==> config.mk <==
export PLATFORM = sky130hd
export DESIGN_NAME = nan_propagation_unit
export DESIGN_NICKNAME = d
export VERILOG_FILES = /design/src/pkg/nan_prop_pkg.sv /design/src/nan_classify.sv /design/src/nan_propagation_unit.sv
export SDC_FILE = /design/constraint.sdc
export NUM_CORES = 1
export LEC_CHECK = 0
export ABC_AREA = 1
export BUFFER_PORTS_ARGS = -buffer_cell sky130_fd_sc_hd__clkbuf_2
export CAP_MARGIN = 20
export CORE_AREA = 2 2 97 99
export CTS_CLUSTER_DIAMETER = 100
export DETAILED_ROUTE_END_ITERATION = 10
export DIE_AREA = 0 0 99 101
export PLACE_DENSITY = 0.77
export SYNTH_ARGS = -nofsm -noshare
export SYNTH_HDL_FRONTEND = slang
export SYNTH_SLANG_ARGS = --single-unit
==> constraint.sdc <==
create_clock -name I_CLK -period 0.8 [get_ports I_CLK]
set_input_delay 0.16 -clock I_CLK [delete_from_list [all_inputs] [get_ports I_CLK]]
set_output_delay 0.16 -clock I_CLK [all_outputs]
set_load 0.1 [all_outputs]
==> src/pkg/nan_prop_pkg.sv <==
// Constants, field layout and helper functions for NaN propagation.
package nan_prop_pkg;

	// Single-precision word layout.
	localparam int WIDTH      = 32;
	localparam int SIGN_BIT   = 31;
	localparam int EXP_MSB    = 30;
	localparam int EXP_LSB    = 23;
	localparam int FRAC_MSB   = 22;
	localparam int FRAC_LSB   = 0;
	localparam int QUIET_BIT  = 22;
	localparam int EXP_W      = EXP_MSB - EXP_LSB + 1;
	localparam int FRAC_W     = FRAC_MSB - FRAC_LSB + 1;

	// Largest biased exponent, 255 in decimal, marks NaN and infinity.
	localparam logic [EXP_W-1:0]  EXP_MAX   = 8'hFF;
	localparam logic [FRAC_W-1:0] FRAC_ZERO = 23'h000000;

	// Indefinite value: sign set, exponent all ones, only quiet bit set.
	localparam logic [WIDTH-1:0]  INDEFINITE = 32'hFFC00000;

	// Reset values of the result and flag registers.
	localparam logic [WIDTH-1:0]  RESULT_RST = 32'h00000000;
	localparam logic              FLAG_RST   = 1'h0;

	// True when the exponent is all ones and the fraction is non-zero.
	function automatic logic f_is_nan(input logic [WIDTH-1:0] v);
		return (v[EXP_MSB:EXP_LSB] == EXP_MAX) &&
		       (v[FRAC_MSB:FRAC_LSB] != FRAC_ZERO);
	endfunction

	// Quiet NaN: the top fraction bit is one.
	function automatic logic f_is_qnan(input logic [WIDTH-1:0] v);
		return f_is_nan(v) && v[QUIET_BIT];
	endfunction

	// Force the quiet bit; every other bit is kept as it was.
	function automatic logic [WIDTH-1:0] f_quiet(
		input logic [WIDTH-1:0] v);
		logic [WIDTH-1:0] q;
		q = v;
		q[QUIET_BIT] = 1'h1;
		return q;
	endfunction

endpackage : nan_prop_pkg

==> src/nan_classify.sv <==
// Operand classifier: NaN, quiet NaN and signaling NaN detection.
module nan_classify (
	input  wire logic [nan_prop_pkg::WIDTH-1:0] i_val,
	output logic                                o_nan,
	output logic                                o_qnan,
	output logic                                o_snan
);

	// The sign bit takes no part in the class decision.
	assign o_nan  = nan_prop_pkg::f_is_nan(i_val);
	assign o_qnan = nan_prop_pkg::f_is_qnan(i_val);
	assign o_snan = o_nan && !i_val[nan_prop_pkg::QUIET_BIT];

endmodule // nan_classify

==> src/nan_propagation_unit.sv <==
// NaN propagation unit: picks the NaN result and raises invalid events.
// Summary of operation
// - NaN: exponent all ones, fraction non-zero, sign ignored.
// - Top fraction bit one marks quiet, zero marks signaling.
// - Quiet NaN operands pass through and raise no exception.
// - A signaling NaN operand raises the invalid condition.
// - No result ever leaves as a signaling NaN.
// - Unmasked invalid with signaling NaN blocks destination write.
// - Quieting sets only the top fraction bit.
// - Masked invalid sets the flag and delivers the selected NaN.
// - Invalid operation without NaN operands gives indefinite.
// - Signaling plus quiet: stack picks quiet, SIMD picks first.
// - Two signaling: stack larger significand, SIMD first, quieted.
// - Two quiet: stack larger significand, SIMD first operand.
// - Signaling NaN with a number returns that NaN quieted.
// - Quiet NaN with a number returns that NaN unchanged.
// - One-operand op returns its NaN, quieted if signaling.
// - Truncating integer store selects like the stack unit.
// - Unmasked invalid raises an exception request to the handler.
// - One indefinite quiet NaN encoding per precision.
// - All-ones exponent equals 255 for single precision.
// - NaN results bypass rounding, whatever the rounding mode.
module nan_propagation_unit (
	input  logic                           I_CLK,
	input  logic                           I_ARST_N,
	input  logic                           I_VALID,
	input  logic [nan_prop_pkg::WIDTH-1:0] I_OP_A,
	input  logic [nan_prop_pkg::WIDTH-1:0] I_OP_B,
	input  logic                           I_TWO_OPS,
	input  logic                           I_SIMD,
	input  logic                           I_TRUNC_INT_STORE,
	input  logic                           I_INVALID_OP,
	input  logic [nan_prop_pkg::WIDTH-1:0] I_ARITH_RES,
	input  logic                           I_INVALID_MASK,
	input  logic                           I_FLAG_CLR,
	output logic                           O_VALID,
	output logic [nan_prop_pkg::WIDTH-1:0] O_RESULT,
	output logic                           O_WRITE_EN,
	output logic                           O_ROUND_BYPASS,
	output logic                           O_INVALID_ARITH_OPERAND_EXCEPTION,
	output logic                           O_INVALID_FLAG
);

	localparam int W = nan_prop_pkg::WIDTH;
	localparam int FM = nan_prop_pkg::FRAC_MSB;
	localparam int FL = nan_prop_pkg::FRAC_LSB;

	logic [W-1:0] ops [2];
	logic [1:0]   is_nan;
	logic [1:0]   is_qnan;
	logic [1:0]   is_snan;
	logic         nan_b_used;
	logic         snan_b_used;
	logic         any_nan;
	logic         any_snan;
	logic         invalid_evt;
	logic         exc_nxt;
	logic         first_style;
	logic [W-1:0] pick;
	logic [W-1:0] result_nxt;
	logic         valid_r;
	logic         write_r;
	logic         exc_r;
	logic         bypass_r;
	logic         flag_r;
	logic [W-1:0] result_r;

	assign ops[0] = I_OP_A;
	assign ops[1] = I_OP_B;

	// One classifier per operand; the second one is ignored on unary ops.
	generate
		for (genvar g = 0; g < 2; g++) begin : g_cls
			nan_classify u_cls (
				.i_val  (ops[g]),
				.o_nan  (is_nan[g]),
				.o_qnan (is_qnan[g]),
				.o_snan (is_snan[g])
			);
		end
	endgenerate

	// Operand B only counts when the operation really takes two operands.
	assign nan_b_used  = I_TWO_OPS && is_nan[1];
	assign snan_b_used = I_TWO_OPS && is_snan[1];
	assign any_nan     = is_nan[0] || nan_b_used;
	assign any_snan    = is_snan[0] || snan_b_used;

	// The truncating store follows the stack unit even though it is SIMD.
	assign first_style = I_SIMD && !I_TRUNC_INT_STORE;

	// Quiet NaNs alone never make the operation invalid.
	assign invalid_evt = any_snan || I_INVALID_OP;
	assign exc_nxt     = I_VALID && invalid_evt && !I_INVALID_MASK;

	// NaN operand selection, before quieting.
	always_comb begin
		pick = I_OP_A;
		if (!I_TWO_OPS || !nan_b_used) begin
			pick = I_OP_A;
		end else if (!is_nan[0]) begin
			pick = I_OP_B;
		end else if (first_style) begin
			pick = I_OP_A;
		end else if (is_snan[0] != is_snan[1]) begin
			pick = is_snan[0] ? I_OP_B : I_OP_A;
		end else if (I_OP_B[FM:FL] > I_OP_A[FM:FL]) begin
			pick = I_OP_B;
		end else begin
			pick = I_OP_A;
		end
	end

	// Final result. Payload bits are carried untouched; only the quiet bit
	// is forced, so no NaN of any origin can leave as signaling.
	always_comb begin
		if (any_nan) begin
			result_nxt = nan_prop_pkg::f_quiet(pick);
		end else if (I_INVALID_OP) begin
			result_nxt = nan_prop_pkg::INDEFINITE;
		end else if (nan_prop_pkg::f_is_nan(I_ARITH_RES)) begin
			result_nxt = nan_prop_pkg::f_quiet(I_ARITH_RES);
		end else begin
			result_nxt = I_ARITH_RES;
		end
	end

	// Handshake and exception request, one cycle after the operands.
	always_ff @(posedge I_CLK or negedge I_ARST_N) begin
		if (!I_ARST_N) begin
			valid_r <= 1'h0;
			write_r <= 1'h0;
			exc_r   <= 1'h0;
		end else begin
			valid_r <= I_VALID;
			write_r <= I_VALID && !exc_nxt;
			exc_r   <= exc_nxt;
		end
	end

	// Result register; it holds its value while no operation is valid.
	always_ff @(posedge I_CLK or negedge I_ARST_N) begin
		if (!I_ARST_N) begin
			result_r <= nan_prop_pkg::RESULT_RST;
		end else if (I_VALID) begin
			result_r <= result_nxt;
		end
	end

	// A NaN result skips rounding, so the rounder is told to stand aside.
	always_ff @(posedge I_CLK or negedge I_ARST_N) begin
		if (!I_ARST_N) begin
			bypass_r <= 1'h0;
		end else begin
			bypass_r <= I_VALID &&
			            nan_prop_pkg::f_is_nan(result_nxt);
		end
	end

	// Sticky invalid flag. A new event in the clearing cycle wins, so
	// software never loses an event that raced its own clear.
	always_ff @(posedge I_CLK or negedge I_ARST_N) begin
		if (!I_ARST_N) begin
			flag_r <= nan_prop_pkg::FLAG_RST;
		end else if (I_VALID && invalid_evt) begin
			flag_r <= 1'h1;
		end else if (I_FLAG_CLR) begin
			flag_r <= 1'h0;
		end
	end

	assign O_VALID        = valid_r;
	assign O_RESULT       = result_r;
	assign O_WRITE_EN     = write_r;
	assign O_ROUND_BYPASS = bypass_r;
	assign O_INVALID_ARITH_OPERAND_EXCEPTION = exc_r;
	assign O_INVALID_FLAG = flag_r;
endmodule // nan_propagation_unit

==> insert_results.sql, run 1 <==
INSERT INTO impl_metrics (metric_group, metric, value, unit) VALUES
('die', 'height_of_the_chip', '101', 'um'),
('sta', 'worstEpCategory', 'register input', ''),
('yosys', 'synth_top_flop_cell', 'sky130_fd_sc_hd__dfrtp_1', ''),
('yosys', 'netlist_area_before_placement', '4070', 'sq um'),
('die', 'rows', '35', ''),
('yosys', 'ys_seq_area_share', '22.8', '%'),
('yosys', 'synth_largest_type_area_fraction', '22.8', '%'),
('status', 'outcome.stop_stage', 'global routing (5_1_grt)', ''),
('yosys', 'synth_nets', '817', ''),
('yosys', 'avgSynthCellArea', '5.90', 'sq um'),
('grt', 'grt.total_usage', '72.2', '%'),
('status', 'outcome', 'stopped before the end', ''),
('status', 'toolErrorMsg', '[ERROR GRT-0232] Routing congestion too high. Check the congestion heatmap in the GUI.', ''),
('yosys', 'netlist-cell-type-count', '31', ''),
('yosys', 'synth_edf_count', '0', ''),
('die', 'start_util', '45.3', '%'),
('place', 'placement.io_buffers', '141', ''),
('clock_tree', 'cts-root-to-sink-buffers', '2', ''),
('grt', 'grt_overflow_total', '53', ''),
('place', 'detailed_place.area', '7310', 'sq um'),
('place', 'place.gp.congestion', '0.952', ''),
('place', 'detailedPlacementHpwl', '14600', 'um'),
('yosys', 'yosys_warnings', '0', ''),
('place', 'dp_cells', '1112', ''),
('yosys', 'yosys-top-cells-area', 'sky130_fd_sc_hd__dfrtp_1 23%, sky130_fd_sc_hd__nand2_1 21%, sky130_fd_sc_hd__nor2_1 8.9%', ''),
('clock_tree', 'cts_made_buffers', '5', ''),
('yosys', 'post_synth_inst_count', '689', ''),
('clock_tree', 'root_buffer', 'sky130_fd_sc_hd__clkbuf_8', ''),
('die', 'floorplan.io_pins', '142', ''),
('yosys', 'yosys_register_bits', '37', ''),
('die', 'dieWidth', '99', 'um'),
('yosys', 'synth-async-reset-ratio', '100', '%'),
('grt', 'grt_start_max_net_pins', '32', ''),
('yosys', 'synth_top_cell_by_area', 'sky130_fd_sc_hd__dfrtp_1', ''),
('clock_tree', 'cts.sinks', '37', ''),
('sta', 'worstEndpointGrtRepair', 'O_ROUND_BYPASS$_DFF_PN0_/D', ''),
('clock_tree', 'clock_tree.htree_level_count', '2', '');
-- cell usage after synthesis, types with 4 or more instances --
master,instances
sky130_fd_sc_hd__nor2_2,6
sky130_fd_sc_hd__clkbuf_1,11
sky130_fd_sc_hd__o211ai_1,4
sky130_fd_sc_hd__nand2_1,223
sky130_fd_sc_hd__a21oi_1,40
sky130_fd_sc_hd__o21ai_0,43
sky130_fd_sc_hd__dfrtp_1,37
sky130_fd_sc_hd__ha_1,23
sky130_fd_sc_hd__inv_1,65
sky130_fd_sc_hd__nor4_1,6
sky130_fd_sc_hd__nand3_2,5
sky130_fd_sc_hd__nand3_1,51
sky130_fd_sc_hd__nor2_1,96
sky130_fd_sc_hd__nand4_1,8
sky130_fd_sc_hd__buf_2,7
sky130_fd_sc_hd__inv_2,6
sky130_fd_sc_hd__nand3b_1,9
sky130_fd_sc_hd__a31oi_1,23
sky130_fd_sc_hd__nand2_2,6
-- kinds of logic after synthesis --
logic type	share of synthesized area [%]
AND/OR/NAND/NOR	45.5
AO/OA/AOI/OAI	15.1
buffers and inverters	9.54
flip-flops	22.8
adder cells (fa/ha/maj)	7.08
-- through the flow --
step	setup WS, ns	TNS (ns)
detailed placement	-1.82	-49.22
global placement	-1.70	-46.47
floorplan	-1.29	-27.89
CTS	-1.33	-45.72
-- what timing repair did --
item	4_1_cts
pin swaps	39
gates resized for setup	91
gates cloned	2
endpoints found under the hold margin	34
buffers inserted	15
setup endpoints to repair	73
hold buffers	1
-- metal layers --
metal  global-route usage, %  GRT overflow
met1                    69.4             2
met2                    95.7            27
met3                    49.2             0
met4                    81.0            24
met5                   0.513             0
==> run 2: changes to the inputs <==
--- a/config.mk
+++ b/config.mk
@@ -8,11 +8,10 @@
 export ABC_AREA = 1
 export BUFFER_PORTS_ARGS = -buffer_cell sky130_fd_sc_hd__clkbuf_2
 export CAP_MARGIN = 20
-export CORE_AREA = 2 2 97 99
-export CTS_CLUSTER_DIAMETER = 100
+export CORE_AREA = 2 2 104 106
 export DETAILED_ROUTE_END_ITERATION = 10
-export DIE_AREA = 0 0 99 101
-export PLACE_DENSITY = 0.77
+export DIE_AREA = 0 0 106 108
+export PLACE_DENSITY_LB_ADDON = 0.15
 export SYNTH_ARGS = -nofsm -noshare
 export SYNTH_HDL_FRONTEND = slang
 export SYNTH_SLANG_ARGS = --single-unit
==> constraint.sdc (replaced) <==
create_clock -name I_CLK -period 1 [get_ports I_CLK]
set_input_delay 0.2 -clock I_CLK [delete_from_list [all_inputs] [get_ports I_CLK]]
set_output_delay 0.2 -clock I_CLK [all_outputs]
set_load 0.1 [all_outputs]
==> run 2 against run 1 <==
The flow now finishes, with violations (setup timing). Synthesized cell count is the same. Synthesized area is the same.
==> insert_results.sql, run 2 <==
INSERT INTO impl_metrics (metric_group, metric, value, unit) VALUES
('route', 'wl_per_cell', '16.4', 'um'),
('route', 'detailroute.via_count', '6176', ''),
('final_layout', 'multiInputGateArea', '3440', 'sq um'),
('hold_path', 'hold_depth', '2', ''),
('grt', 'groute.layer.met1.usage', '37.1', '%'),
('final_layout', 'mostFrequentLayoutCell', 'sky130_fd_sc_hd__buf_4', ''),
('yosys', 'avgSynthCellArea', '5.90', 'sq um'),
('yosys', 'synth_xor_area_share', '0', '%'),
('place', 'detailedPlacementHpwl', '14100', 'um'),
('clock_tree', 'root_buffer', 'sky130_fd_sc_hd__clkbuf_8', ''),
('power_and_ir_drop', 'p_int', '4240', 'uW'),
('sta', 'max_freq', '460', 'MHz'),
('clock_tree', 'clkSlewWorstSetupHoldPaths', '0.08', 'ns'),
('clock_tree', 'clk-insertion-delay-late', '0.30', 'ns'),
('final_layout', 'final_core_util', '80.0', '%'),
('die', 'dieWidth', '106', 'um'),
('status', 'outcome', 'complete, but fails checks', ''),
('yosys', 'synth-adder-area-share', '7.08', '%'),
('clock_tree', 'clock_tree.htree_level_count', '2', ''),
('grt', 'top_usage_layer', 'met2', ''),
('clock_tree', 'cts-root-to-sink-buffers', '2', ''),
('critical_path', 'crit_path_end_kind', 'flip-flop', ''),
('place', 'placement.io_buffers', '141', ''),
('final_layout', 'mostFrequentLayoutCells', '199 x sky130_fd_sc_hd__buf_4, 191 x sky130_fd_sc_hd__nand2_1, 93 x sky130_fd_sc_hd__clkbuf_2', ''),
('final_layout', 'area.sequential', '971', 'sq um'),
('hold_path', 'hold_path_class', 'input pin to flip-flop', ''),
('yosys', 'synth_top_family_by_area', 'simple AND/OR/NAND/NOR gates', ''),
('final_layout', 'post_route_cells_drive_above_1_share', '54.6', '%'),
('critical_path', 'timing.reg2reg.worst_path_depth', '3', ''),
('grt', 'grt_pass1_wl', '29200', 'um'),
('yosys', 'netlist_area_before_placement', '4070', 'sq um'),
('grt', 'number_of_antenna_violations_at_the_first_check_in_global_routing', '0', ''),
('yosys', 'synth-async-reset-ratio', '100', '%'),
('yosys', 'yosys_register_bits', '37', ''),
('die', 'floorplan.core_area', '10200', 'sq um'),
('clock_tree', 'tritoncts', 'built', ''),
('yosys', 'yosys_warnings', '0', ''),
('yosys', 'post_synthesis_compound_gate_area_fraction', '15.1', '%'),
('critical_path', 'setup.worst_path.start_class', 'input pin', ''),
('power_and_ir_drop', 'p_leak', '0.00409', 'uW'),
('route', 'drt.antenna.violating_nets', '0', ''),
('sta', 'slew_violations', '0', ''),
('sta', 'tightestPinTransition', '0.628', 'ns'),
('yosys', 'synth_top_cells_by_count', '223 x sky130_fd_sc_hd__nand2_1, 96 x sky130_fd_sc_hd__nor2_1, 65 x sky130_fd_sc_hd__inv_1, 51 x sky130_fd_sc_hd__nand3_1, 43 x sky130_fd_sc_hd__o21ai_0', ''),
('power_and_ir_drop', 'comb_power_share', '52.9', '%'),
('sta', 'hold_slack', '0.0790', 'ns'),
('place', 'dp_cells', '1135', ''),
('critical_path', 'path_max_fanout', '4', ''),
('place', 'place.gp.congestion', '0.961', ''),
('power_and_ir_drop', 'share_seq_of_total_power', '25.1', '%'),
('die', 'dieArea', '11400', 'sq um'),
('critical_path', 'worstSetupPathType', 'input pin to flip-flop', ''),
('critical_path', 'r2r-end', 'O_RESULT[0]$_DFFE_PN0P_', ''),
('power_and_ir_drop', 'clockPowerShare', '21.9', '%'),
('final_layout', 'insertedDiodeCount', '0', ''),
('yosys', 'synth.most_common_cell', 'sky130_fd_sc_hd__nand2_1', ''),
('grt', 'grt_pass1_vias', '6178', ''),
('critical_path', 'reg2reg_from', 'O_RESULT[0]$_DFFE_PN0P_', ''),
('route', 'first_iter_violations', '437', ''),
('yosys', 'synth_top_flop_cell', 'sky130_fd_sc_hd__dfrtp_1', ''),
('sta', 'final_worst_path_setup_slack', '-1.17', 'ns'),
('route', 'dr.pass1.iters', '5', ''),
('yosys', 'synth_top_cell_by_area', 'sky130_fd_sc_hd__dfrtp_1', ''),
('yosys', 'netlist-cell-type-count', '31', ''),
('yosys', 'synth_largest_type_area_fraction', '22.8', '%'),
('power_and_ir_drop', 'switching_share', '40.9', '%'),
('hold_path', 'worstHoldStart', 'I_INVALID_MASK', ''),
('die', 'height_of_the_chip', '108', 'um'),
('die', 'rows', '37', ''),
('sta', 'worst_slew_margin_rel', '57.7', '%'),
('flow_run', 'max_capacitance_violation_count', '0', ''),
('route', 'total_routed_length', '19200', 'um'),
('power_and_ir_drop', 'power_switching', '2940', 'uW'),
('final_layout', 'nets', '1165', ''),
('yosys', 'post_synth_simple_gate_area', '45.5', '%'),
('final_layout', 'layoutNonFillerInstCount', '1174', ''),
('sta', 'timing.setup.tns', '-33.33', 'ns'),
('yosys', 'ys_seq_area_share', '22.8', '%'),
('yosys', 'yosys-top-cells-area', 'sky130_fd_sc_hd__dfrtp_1 23%, sky130_fd_sc_hd__nand2_1 21%, sky130_fd_sc_hd__nor2_1 8.9%', ''),
('sta', 'hold_viol', '0', ''),
('sta', 'setup_viol', '73', ''),
('grt', 'grt.total_usage', '32.1', '%'),
('clock_tree', 'cts.sinks', '37', ''),
('place', 'pre_cts_ws', '-1.82', 'ns'),
('sta', 'layout_worst_path_cycle_share', '217', '%'),
('yosys', 'synth_nets', '817', ''),
('grt', 'grt_overflow_total', '0', ''),
('critical_path', 'register_to_register_path_setup_slack', '0.11', 'ns'),
('hold_path', 'hold-path-endpoint', 'O_INVALID_ARITH_OPERAND_EXCEPTION$_DFF_PN0_', ''),
('clock_tree', 'cts_made_buffers', '5', ''),
('die', 'start_util', '39.7', '%'),
('die', 'floorplan.io_pins', '142', ''),
('grt', 'grt_start_max_net_pins', '31', ''),
('route', 'remaining_drc_errors', '0', ''),
('critical_path', 'timing.critical_path.arrival', '2.37', 'ns'),
('sta', 'fin_worst_skew', '0', 'ns'),
('power_and_ir_drop', 'worst_ir_drop_vdd', '0.843', 'mV'),
('critical_path', 'critPathRequiredTime', '1.20', 'ns'),
('power_and_ir_drop', 'power_density', '877', 'nW/um^2'),
('grt', 'grt_use_met3', '3.62', '%'),
('final_layout', 'largest_reg_flops', '32', ''),
('final_layout', 'area.growth.synth_to_final', '101', '%'),
('yosys', 'synth_edf_count', '0', ''),
('sta', 'rsz0062_at_grt', 'yes', ''),
('route', 'drt-vias-per-instance', '5.26', ''),
('final_layout', 'fillCellCount', '741', ''),
('grt', 'grtUsageMet2', '60.0', '%'),
('sta', 'period_needed', '2.17', 'ns'),
('yosys', 'post_synth_inst_count', '689', ''),
('yosys', 'synth_mux_area_share', '0', '%'),
('status', 'violations_in_the_final_reports', 'setup timing', '');
[run 2: cell counts after synthesis]
No cell type changed its count.
[run 2: per-layer routing]
metal  share of wire [%]  up-vias
li1                    -     2956
met1                  39     2861
met2                  51      289
met3                 6.3       70
met4                 4.4        0
met5                   0        -
[run 2: kinds of logic after synthesis]
kind of cell / count (synthesis)
AOI/OAI and AO/OA: 113
adders and majority gates: 23
buffers and inverters: 95
DFF: 37
and+or+nand+nor: 421
[run 2: critical path: stages]
cell and delay [ns]:
sky130_fd_sc_hd__clkbuf_2 0.11, sky130_fd_sc_hd__inv_1 0.06, sky130_fd_sc_hd__ha_1 0.29, sky130_fd_sc_hd__nand2_1 0.06, sky130_fd_sc_hd__nor2_1 0.14, sky130_fd_sc_hd__inv_1 0.09
sky130_fd_sc_hd__nor2_4 0.14, sky130_fd_sc_hd__nand3_4 0.10, sky130_fd_sc_hd__nand2_4 0.12, sky130_fd_sc_hd__inv_2 0.06, sky130_fd_sc_hd__nand2_4 0.09, sky130_fd_sc_hd__buf_6 0.10
sky130_fd_sc_hd__nand3_2 0.05, sky130_fd_sc_hd__nand3_2 0.08, sky130_fd_sc_hd__nand2_2 0.05, sky130_fd_sc_hd__nand2_2 0.07, sky130_fd_sc_hd__nand2_1 0.05, sky130_fd_sc_hd__nor2_1 0.11
sky130_fd_sc_hd__nand2_1 0.07, sky130_fd_sc_hd__nor2_2 0.14, sky130_fd_sc_hd__nand3_1 0.09, sky130_fd_sc_hd__nand2_1 0.06, sky130_fd_sc_hd__inv_1 0.03
[run 2: cell type report]
cell class	count	area share [%]
multi-input cells	559	42.0
repair buffers	362	38.5
flip-flops and latches	37	11.9
inverters	72	3.94
well taps	136	2.08
clock buffers	5	0.840
clock inverters	3	0.795
[run 2: metrics by stage]
step	instance area, sq um	power, uW
after floorplan	4430	3530
after global placement	7230	5180
after detailed placement	7230	5240
after CTS	7860	6970
after global routing	8190	7450
final	8190	7180
[run 2: worst max path at each step]
| stage | start | slack, ns | cells past startpoint | end |
|---|---|---|---|---|
| 2_1_floorplan | I_OP_A[8] | -1.13 | 22 | O_ROUND_BYPASS$_DFF_PN0_ |
| 3_3_place_gp | I_OP_A[8] | -1.81 | 20 | O_ROUND_BYPASS$_DFF_PN0_ |
| 3_5_place_dp | I_OP_A[8] | -1.82 | 20 | O_ROUND_BYPASS$_DFF_PN0_ |
| 4_1_cts | I_OP_A[10] | -1.14 | 23 | O_ROUND_BYPASS$_DFF_PN0_ |
| 5_1_grt | I_OP_A[4] | -1.36 | 24 | O_ROUND_BYPASS$_DFF_PN0_ |
| 6_report | I_OP_A[3] | -1.17 | 23 | O_ROUND_BYPASS$_DFF_PN0_ |
[run 2: timing repair]
action	in CTS	in global routing
endpoints found under the setup margin	73	73
resized for setup	76	76
pin swaps	26	45
hold buffers	1	0
cloned	2	1
hold endpoints to repair	7	0
buffers inserted	22	6
[run 2: power by group through the flow]
stage / clock network (uW) / logic [uW] / registers [uW]
global route: 1620 / 4010 / 1820
global placement: 0 / 3360 / 1820
floorplan: 0 / 836 / 2700
CTS: 1570 / 3600 / 1800
finish: 1570 / 3800 / 1800
detailed placement: 0 / 3410 / 1830
No activity file was read; power rests on OpenSTA's default activity.
==> run 3: changes to the inputs <==
--- a/config.mk
+++ b/config.mk
@@ -8,9 +8,9 @@
 export ABC_AREA = 1
 export BUFFER_PORTS_ARGS = -buffer_cell sky130_fd_sc_hd__clkbuf_2
 export CAP_MARGIN = 20
-export CORE_AREA = 2 2 104 106
+export CORE_AREA = 3 3 117 97
 export DETAILED_ROUTE_END_ITERATION = 10
-export DIE_AREA = 0 0 106 108
+export DIE_AREA = 0 0 120 100
 export PLACE_DENSITY_LB_ADDON = 0.15
 export SYNTH_ARGS = -nofsm -noshare
 export SYNTH_HDL_FRONTEND = slang
==> run 3 against run 2 <==
The run still ends with setup timing left. Sequential power about the same. Clock-buffer cell count unchanged. Power increased by 9.1%. Global-route usage is 0.55 points higher. Critical path depth is 4 lower. Maximum frequency fell by 20%. Sequential share of layout area down 1.0 points.
==> insert_results.sql, run 3 (synthesis gave the netlist of run 2 again) <==
INSERT INTO impl_metrics (metric_group, metric, value, unit) VALUES
('sta', 'rsz0062_at_grt', 'yes', ''),
('final_layout', 'layout.cell_area.non_filler', '8950', 'sq um'),
('route', 'drt.antenna.violating_nets', '0', ''),
('clock_tree', 'cts.sinks', '37', ''),
('die', 'dieWidth', '120', 'um'),
('route', 'remaining_drc_errors', '0', ''),
('hold_path', 'hold_depth', '2', ''),
('route', 'first_iter_violations', '956', ''),
('final_layout', 'insertedDiodeCount', '0', ''),
('route', 'wl_per_cell', '20.6', 'um'),
('hold_path', 'hold_path_class', 'input pin to flip-flop', ''),
('hold_path', 'hold-path-endpoint', 'O_INVALID_FLAG$_DFFE_PN0P_', ''),
('clock_tree', 'clkSlewWorstSetupHoldPaths', '0.07', 'ns'),
('status', 'outcome', 'complete, but fails checks', ''),
('critical_path', 'worstSetupPathType', 'input pin to flip-flop', ''),
('sta', 'max_freq', '369', 'MHz'),
('critical_path', 'path_max_fanout', '23', ''),
('critical_path', 'register_to_register_path_setup_slack', '0.04', 'ns'),
('grt', 'grt_start_max_net_pins', '42', ''),
('place', 'detailed_place.area', '7220', 'sq um'),
('critical_path', 'critPathRequiredTime', '1.19', 'ns'),
('place', 'pre_cts_ws', '-1.70', 'ns'),
('critical_path', 'timing.reg2reg.worst_path_depth', '3', ''),
('die', 'floorplan.io_pins', '142', ''),
('place', 'detailedPlacementHpwl', '14500', 'um'),
('critical_path', 'crit_path_end_kind', 'flip-flop', ''),
('hold_path', 'worstHoldStart', 'I_FLAG_CLR', ''),
('critical_path', 'r2r-end', 'O_RESULT[19]$_DFFE_PN0P_', ''),
('power_and_ir_drop', 'p_leak', '0.00430', 'uW'),
('flow_run', 'max_capacitance_violation_count', '0', ''),
('die', 'floorplan.core_area', '10200', 'sq um'),
('sta', 'period_needed', '2.71', 'ns'),
('final_layout', 'mostFrequentLayoutCell', 'sky130_fd_sc_hd__buf_4', ''),
('power_and_ir_drop', 'power_switching', '3410', 'uW'),
('final_layout', 'post_route_cells_drive_above_1_share', '61.1', '%'),
('grt', 'grt.total_usage', '32.7', '%'),
('route', 'total_routed_length', '24400', 'um'),
('final_layout', 'nets', '1168', ''),
('power_and_ir_drop', 'worst_ir_drop_vdd', '0.923', 'mV'),
('place', 'placement.io_buffers', '141', ''),
('clock_tree', 'clock_tree.htree_level_count', '2', ''),
('sta', 'final_worst_path_setup_slack', '-1.71', 'ns'),
('grt', 'grt_overflow_total', '0', ''),
('clock_tree', 'tritoncts', 'built', ''),
('place', 'place.gp.congestion', '0.985', ''),
('clock_tree', 'root_buffer', 'sky130_fd_sc_hd__clkbuf_16', ''),
('power_and_ir_drop', 'switching_share', '43.5', '%'),
('power_and_ir_drop', 'p_total', '7830', 'uW'),
('die', 'dieArea', '12000', 'sq um'),
('final_layout', 'largest_reg_flops', '32', ''),
('sta', 'worst_slew_margin_rel', '58.2', '%'),
('critical_path', 'reg2reg_from', 'O_RESULT[19]$_DFFE_PN0P_', ''),
('route', 'dr.pass1.iters', '5', ''),
('power_and_ir_drop', 'clockPowerShare', '21.2', '%'),
('die', 'height_of_the_chip', '100', 'um'),
('power_and_ir_drop', 'share_seq_of_total_power', '23.1', '%'),
('power_and_ir_drop', 'p_int', '4420', 'uW'),
('clock_tree', 'cts-root-to-sink-buffers', '2', ''),
('sta', 'layout_worst_path_cycle_share', '271', '%'),
('power_and_ir_drop', 'comb_power_share', '55.7', '%'),
('grt', 'number_of_antenna_violations_at_the_first_check_in_global_routing', '0', ''),
('sta', 'tightestPinTransition', '0.621', 'ns'),
('final_layout', 'mostFrequentLayoutCells', '175 x sky130_fd_sc_hd__buf_4, 159 x sky130_fd_sc_hd__nand2_1, 77 x sky130_fd_sc_hd__clkbuf_2', ''),
('sta', 'fin_worst_skew', '0', 'ns'),
('route', 'detailroute.via_count', '6932', ''),
('sta', 'hold_viol', '0', ''),
('grt', 'grt_pass1_wl', '31500', 'um'),
('clock_tree', 'clk-insertion-delay-late', '0.29', 'ns'),
('critical_path', 'setup.worst_path.start_class', 'input pin', ''),
('final_layout', 'area.growth.synth_to_final', '120', '%'),
('die', 'rows', '33', ''),
('grt', 'grt_pass1_vias', '6372', ''),
('route', 'drt-vias-per-instance', '5.87', ''),
('clock_tree', 'cts_made_buffers', '5', ''),
('critical_path', 'timing.critical_path.arrival', '2.91', 'ns'),
('status', 'violations_in_the_final_reports', 'setup timing', ''),
('power_and_ir_drop', 'power_density', '875', 'nW/um^2'),
('sta', 'slew_violations', '0', ''),
('die', 'start_util', '39.9', '%'),
('sta', 'setup_viol', '73', '');
-- run 3: changes by cell type in the layout (fill, tap and decap cells not counted), sizes merged --
cell	delta
clkinvlp	+1
nand3	-1
bufinv	-2
buf	+11
inv	+1
clkbuf	-8
nand2	+1
-- run 3: timing repair --
item,4_1_cts,5_1_grt
cloned,3,2
resized for setup,162,151
hold buffers,1,0
endpoints found under the setup margin,73,73
hold endpoints to repair,37,0
pin swaps,59,72
setup buffers,20,14
-- run 3: worst max-delay path by stage --
stage / start / endpoint / slack [ns] / cells past startpoint
floorplan: I_OP_A[8] / O_ROUND_BYPASS$_DFF_PN0_ / -1.13 / 22
finish: I_OP_A[15] / O_ROUND_BYPASS$_DFF_PN0_ / -1.71 / 19
global route: I_OP_A[15] / O_ROUND_BYPASS$_DFF_PN0_ / -1.77 / 19
global placement: I_OP_A[8] / O_ROUND_BYPASS$_DFF_PN0_ / -1.65 / 22
CTS: I_OP_A[10] / O_ROUND_BYPASS$_DFF_PN0_ / -1.17 / 23
detailed placement: I_OP_A[8] / O_ROUND_BYPASS$_DFF_PN0_ / -1.70 / 22
-- run 3: stage by stage --
stage | instances | hold WS [ns] | utilization [%] | TNS (ns)
final | 1181 | 0.0800 | 87.8 | -37.98
after floorplan | 689 | -0.0956 | - | -22.26
after CTS | 1168 | 0.0595 | 80.6 | -32.89
after global routing | 1181 | 0.0774 | 87.8 | -40.52
after global placement | 1138 | 0.188 | 70.8 | -43.14
after detailed placement | 1138 | 0.194 | 70.8 | -44.73
-- run 3: power groups by stage --
stage / Clock [uW] / Combinational, uW / Sequential [uW]
after floorplan: 0 / 836 / 2700
after global placement: 0 / 3390 / 1820
after detailed placement: 0 / 3450 / 1830
after CTS: 1610 / 3820 / 1800
after global routing: 1700 / 4510 / 1820
final: 1660 / 4360 / 1810
-- run 3: layer usage --
| layer | vias to the layer above | global-route usage (%) | part of all wire [%] |
|---|---|---|---|
| met4 | 0 | 10.5 | 7.1 |
| met3 | 194 | 6.20 | 11 |
| met2 | 613 | 57.1 | 47 |
| met1 | 3155 | 41.0 | 35 |
| li1 | 2970 | - | - |
| met5 | - | 0 | 0 |
-- run 3: area by class of cell --
class                           count  area [sq um]
Multi-Input combinational cell    559          3920
Timing Repair Buffer              365          3410
Fill cell                         524          1250
Sequential cell                    37           971
Inverter                           72           329
Tap cell                          140           175
Clock buffer                        5           125
Clock inverter                      3          17.5
-- run 3: worst max-delay path, stage by stage --
cell	delay (ns)
sky130_fd_sc_hd__clkbuf_2	0.11
sky130_fd_sc_hd__buf_4	0.16
sky130_fd_sc_hd__nor2_1	0.12
sky130_fd_sc_hd__nand2_1	0.11
sky130_fd_sc_hd__nor2_4	0.16
sky130_fd_sc_hd__nand3_4	0.13
sky130_fd_sc_hd__nand2_4	0.14
sky130_fd_sc_hd__buf_6	0.23
sky130_fd_sc_hd__a21oi_1	0.09
sky130_fd_sc_hd__o21ai_0	0.53
sky130_fd_sc_hd__inv_1	0.15
sky130_fd_sc_hd__nand2_2	0.12
sky130_fd_sc_hd__nand2_1	0.06
sky130_fd_sc_hd__nor2_1	0.17
sky130_fd_sc_hd__nand2_1	0.10
sky130_fd_sc_hd__nor2_1	0.13
sky130_fd_sc_hd__nand3_1	0.09
sky130_fd_sc_hd__nand2_1	0.06
sky130_fd_sc_hd__inv_1	0.03
==> run 4: changes to the inputs <==
--- a/config.mk
+++ b/config.mk
@@ -12,6 +12,7 @@
 export DETAILED_ROUTE_END_ITERATION = 10
 export DIE_AREA = 0 0 120 100
 export PLACE_DENSITY_LB_ADDON = 0.15
+export REMOVE_ABC_BUFFERS = 1
 export SYNTH_ARGS = -nofsm -noshare
 export SYNTH_HDL_FRONTEND = slang
 export SYNTH_SLANG_ARGS = --single-unit
==> constraint.sdc (replaced) <==
create_clock -name I_CLK -period 3.3 [get_ports I_CLK]
set_input_delay 0.66 -clock I_CLK [delete_from_list [all_inputs] [get_ports I_CLK]]
set_output_delay 0.66 -clock I_CLK [all_outputs]
set_load 0.1 [all_outputs]
==> run 4 against run 3 <==
The flow now finishes without violations. Cell count is 18% lower. Clock skew stayed put. Wire length is 41% lower. Worst setup slack better by 2.0 ns. Via count is 27% lower. Clock power is 73% lower. Flip-flop and latch count stayed put. Power is 78% lower. Worst hold slack better by 0.40 ns.
==> insert_results.sql, run 4 (synthesis gave the netlist of run 2 again) <==
INSERT INTO impl_metrics (metric_group, metric, value, unit) VALUES
('status', 'outcome', 'complete, no violations', ''),
('route', 'wl_per_cell', '14.9', 'um'),
('final_layout', 'largest_reg_flops', '32', ''),
('route', 'total_routed_length', '14400', 'um'),
('grt', 'groute.layer.met1.usage', '34.7', '%'),
('clock_tree', 'cts-root-to-sink-buffers', '2', ''),
('grt', 'grt_pass1_wl', '22900', 'um'),
('critical_path', 'reg2reg_from', 'O_RESULT[0]$_DFFE_PN0P_', ''),
('sta', 'layout_worst_path_cycle_share', '91.2', '%'),
('route', 'detailroute.via_count', '5026', ''),
('critical_path', 'timing.reg2reg.worst_path_depth', '2', ''),
('sta', 'max_freq', '332', 'MHz'),
('sta', 'period_needed', '3.01', 'ns'),
('grt', 'grt_overflow_total', '0', ''),
('clock_tree', 'cts.sinks', '37', ''),
('critical_path', 'crit_path_end_kind', 'flip-flop', ''),
('critical_path', 'worst_stage_delay_on_the_critical_path', '0.33', 'ns'),
('final_layout', 'mostFrequentLayoutCells', '221 x sky130_fd_sc_hd__nand2_1, 141 x sky130_fd_sc_hd__clkbuf_2, 94 x sky130_fd_sc_hd__nor2_1', ''),
('die', 'dieWidth', '120', 'um'),
('power_and_ir_drop', 'worst_ir_drop_vdd', '0.278', 'mV'),
('die', 'floorplan.core_area', '10200', 'sq um'),
('hold_path', 'hold-path-endpoint', 'O_RESULT[27]$_DFFE_PN0P_', ''),
('critical_path', 'list_of_cells_traversed_by_the_critical_path', 'clkbuf_2 -> inv_1 -> ha_1 -> nand2_1 -> nor2_2 -> nand2_2 -> nor2_1 -> nand2_1 -> nand3_4 -> nand2_4 -> nand2_4 -> nand2_4 -> nand2_1 -> nand3_1 -> nand2_2 -> nand2_1 -> nor2_1 -> nand2_1 -> nor2_2 -> nand3_1 -> nand2_1 -> inv_1', ''),
('sta', 'hold_viol', '0', ''),
('critical_path', 'timing.critical_path.arrival', '3.18', 'ns'),
('sta', 'timing.setup.tns', '0', 'ns'),
('grt', 'grt_pass1_vias', '4606', ''),
('sta', 'worst_slew_margin_rel', '37.5', '%'),
('route', 'first_iter_violations', '325', ''),
('route', 'dr.pass1.iters', '5', ''),
('sta', 'setup_viol', '0', ''),
('die', 'height_of_the_chip', '100', 'um'),
('clock_tree', 'cts_hold_buffers', '0', ''),
('power_and_ir_drop', 'p_leak', '0.00281', 'uW'),
('critical_path', 'register_to_register_path_setup_slack', '2.60', 'ns'),
('clock_tree', 'tritoncts', 'built', ''),
('hold_path', 'hold_path_class', 'flip-flop to flip-flop', ''),
('die', 'rows', '33', ''),
('die', 'dieArea', '12000', 'sq um'),
('critical_path', 'r2r-end', 'O_RESULT[0]$_DFFE_PN0P_', ''),
('critical_path', 'critPathRequiredTime', '3.47', 'ns'),
('route', 'drt-vias-per-instance', '5.21', ''),
('power_and_ir_drop', 'p_total', '1690', 'uW'),
('die', 'floorplan.io_pins', '142', ''),
('sta', 'hold_slack', '0.485', 'ns'),
('critical_path', 'crit_top_cell', 'sky130_fd_sc_hd__nand2_1', ''),
('die', 'start_util', '39.9', '%'),
('critical_path', 'crit_path_top_delay_cell', 'sky130_fd_sc_hd__ha_1', ''),
('final_layout', 'area.growth.synth_to_final', '24.5', '%'),
('grt', 'grt.total_usage', '23.5', '%'),
('grt', 'grtUsageMet2', '37.5', '%'),
('clock_tree', 'clkSlewWorstSetupHoldPaths', '0.06', 'ns'),
('sta', 'fin_worst_skew', '0', 'ns'),
('hold_path', 'worstHoldStart', 'O_RESULT[27]$_DFFE_PN0P_', ''),
('hold_path', 'hold_depth', '2', ''),
('critical_path', 'setup.worst_path.start_class', 'input pin', ''),
('flow_run', 'max_capacitance_violation_count', '0', ''),
('grt', 'top_usage_layer', 'met2', ''),
('critical_path', 'path_max_fanout', '12', ''),
('place', 'placement.io_buffers', '141', ''),
('grt', 'grt_use_met3', '3.44', '%'),
('power_and_ir_drop', 'power_density', '334', 'nW/um^2'),
('final_layout', 'mostFrequentLayoutCell', 'sky130_fd_sc_hd__nand2_1', ''),
('grt', 'grt_start_max_net_pins', '38', ''),
('route', 'remaining_drc_errors', '0', ''),
('critical_path', 'worstSetupPathType', 'input pin to flip-flop', ''),
('route', 'drt.antenna.violating_nets', '0', ''),
('final_layout', 'nets', '952', ''),
('final_layout', 'insertedDiodeCount', '0', ''),
('final_layout', 'fillCellCount', '1124', ''),
('sta', 'tightestPinTransition', '0.938', 'ns'),
('sta', 'slew_violations', '0', ''),
('final_layout', 'post_route_cells_drive_above_1_share', '24.1', '%'),
('clock_tree', 'cts_made_buffers', '5', ''),
('place', 'place.gp.congestion', '0.908', ''),
('clock_tree', 'clock_tree.htree_level_count', '2', ''),
('clock_tree', 'root_buffer', 'sky130_fd_sc_hd__clkbuf_16', ''),
('clock_tree', 'clk-insertion-delay-late', '0.27', 'ns'),
('place', 'detailedPlacementHpwl', '11700', 'um'),
('grt', 'number_of_antenna_violations_at_the_first_check_in_global_routing', '0', '');
run 4: through the flow:
step | utilization (%) | worst slack, ns | std cells | instance area, sq um
floorplan | - | -0.125 | 666 | 3950
global placement | 48.1 | -0.0791 | 957 | 4900
detailed placement | 48.1 | -0.183 | 957 | 4900
CTS | 49.5 | 0.107 | 965 | 5040
global route | 49.6 | -0.00380 | 965 | 5060
finish | 49.6 | 0.290 | 965 | 5060
run 4: critical path: cells and delay by family:
kind	cells	cell delay, ns
buffers and inverters	3	0.26
adder cells (fa/ha/maj)	1	0.33
AND/OR/NAND/NOR	18	1.90
run 4: power by group:
| part | internal, uW | switching (uW) |
|---|---|---|
| sequential | 493 | 22.8 |
| combinational | 170 | 550 |
| clock | 277 | 177 |
| total | 941 | 750 |
run 4: cell type report:
class	instances	area, sq um	share of cell area (%)
Timing Repair Buffer	151	781	15.4
Clock buffer	6	129	2.55
Clock inverter	2	10.0	0.198
Tap cell	140	175	3.46
Inverter	72	270	5.34
Multi-Input combinational cell	557	2770	54.7
Sequential cell	37	926	18.3
run 4: metal layers:
layer / vias to the layer above / part of all wire (%)
met5: - / 0
met4: 0 / 0.83
met3: 6 / 6.5
met2: 168 / 44
met1: 2328 / 48
li1: 2524 / -
run 4: timing repair:
item | in CTS | in global routing
buffers inserted | 0 | 0
endpoints found under the setup margin | 0 | 1
resized for setup | 0 | 7
run 4: worst max-delay path by stage:
stage	startpoint	end	slack [ns]	cells after the start
detailed placement	I_OP_A[22]	O_ROUND_BYPASS$_DFF_PN0_	-0.18	21
floorplan	I_OP_A[8]	O_ROUND_BYPASS$_DFF_PN0_	-0.12	13
global placement	I_OP_A[22]	O_ROUND_BYPASS$_DFF_PN0_	-0.08	21
global route	I_OP_A[22]	O_ROUND_BYPASS$_DFF_PN0_	-0.004	22
finish	I_OP_A[22]	O_ROUND_BYPASS$_DFF_PN0_	0.29	22
CTS	I_OP_A[22]	O_ROUND_BYPASS$_DFF_PN0_	0.11	21
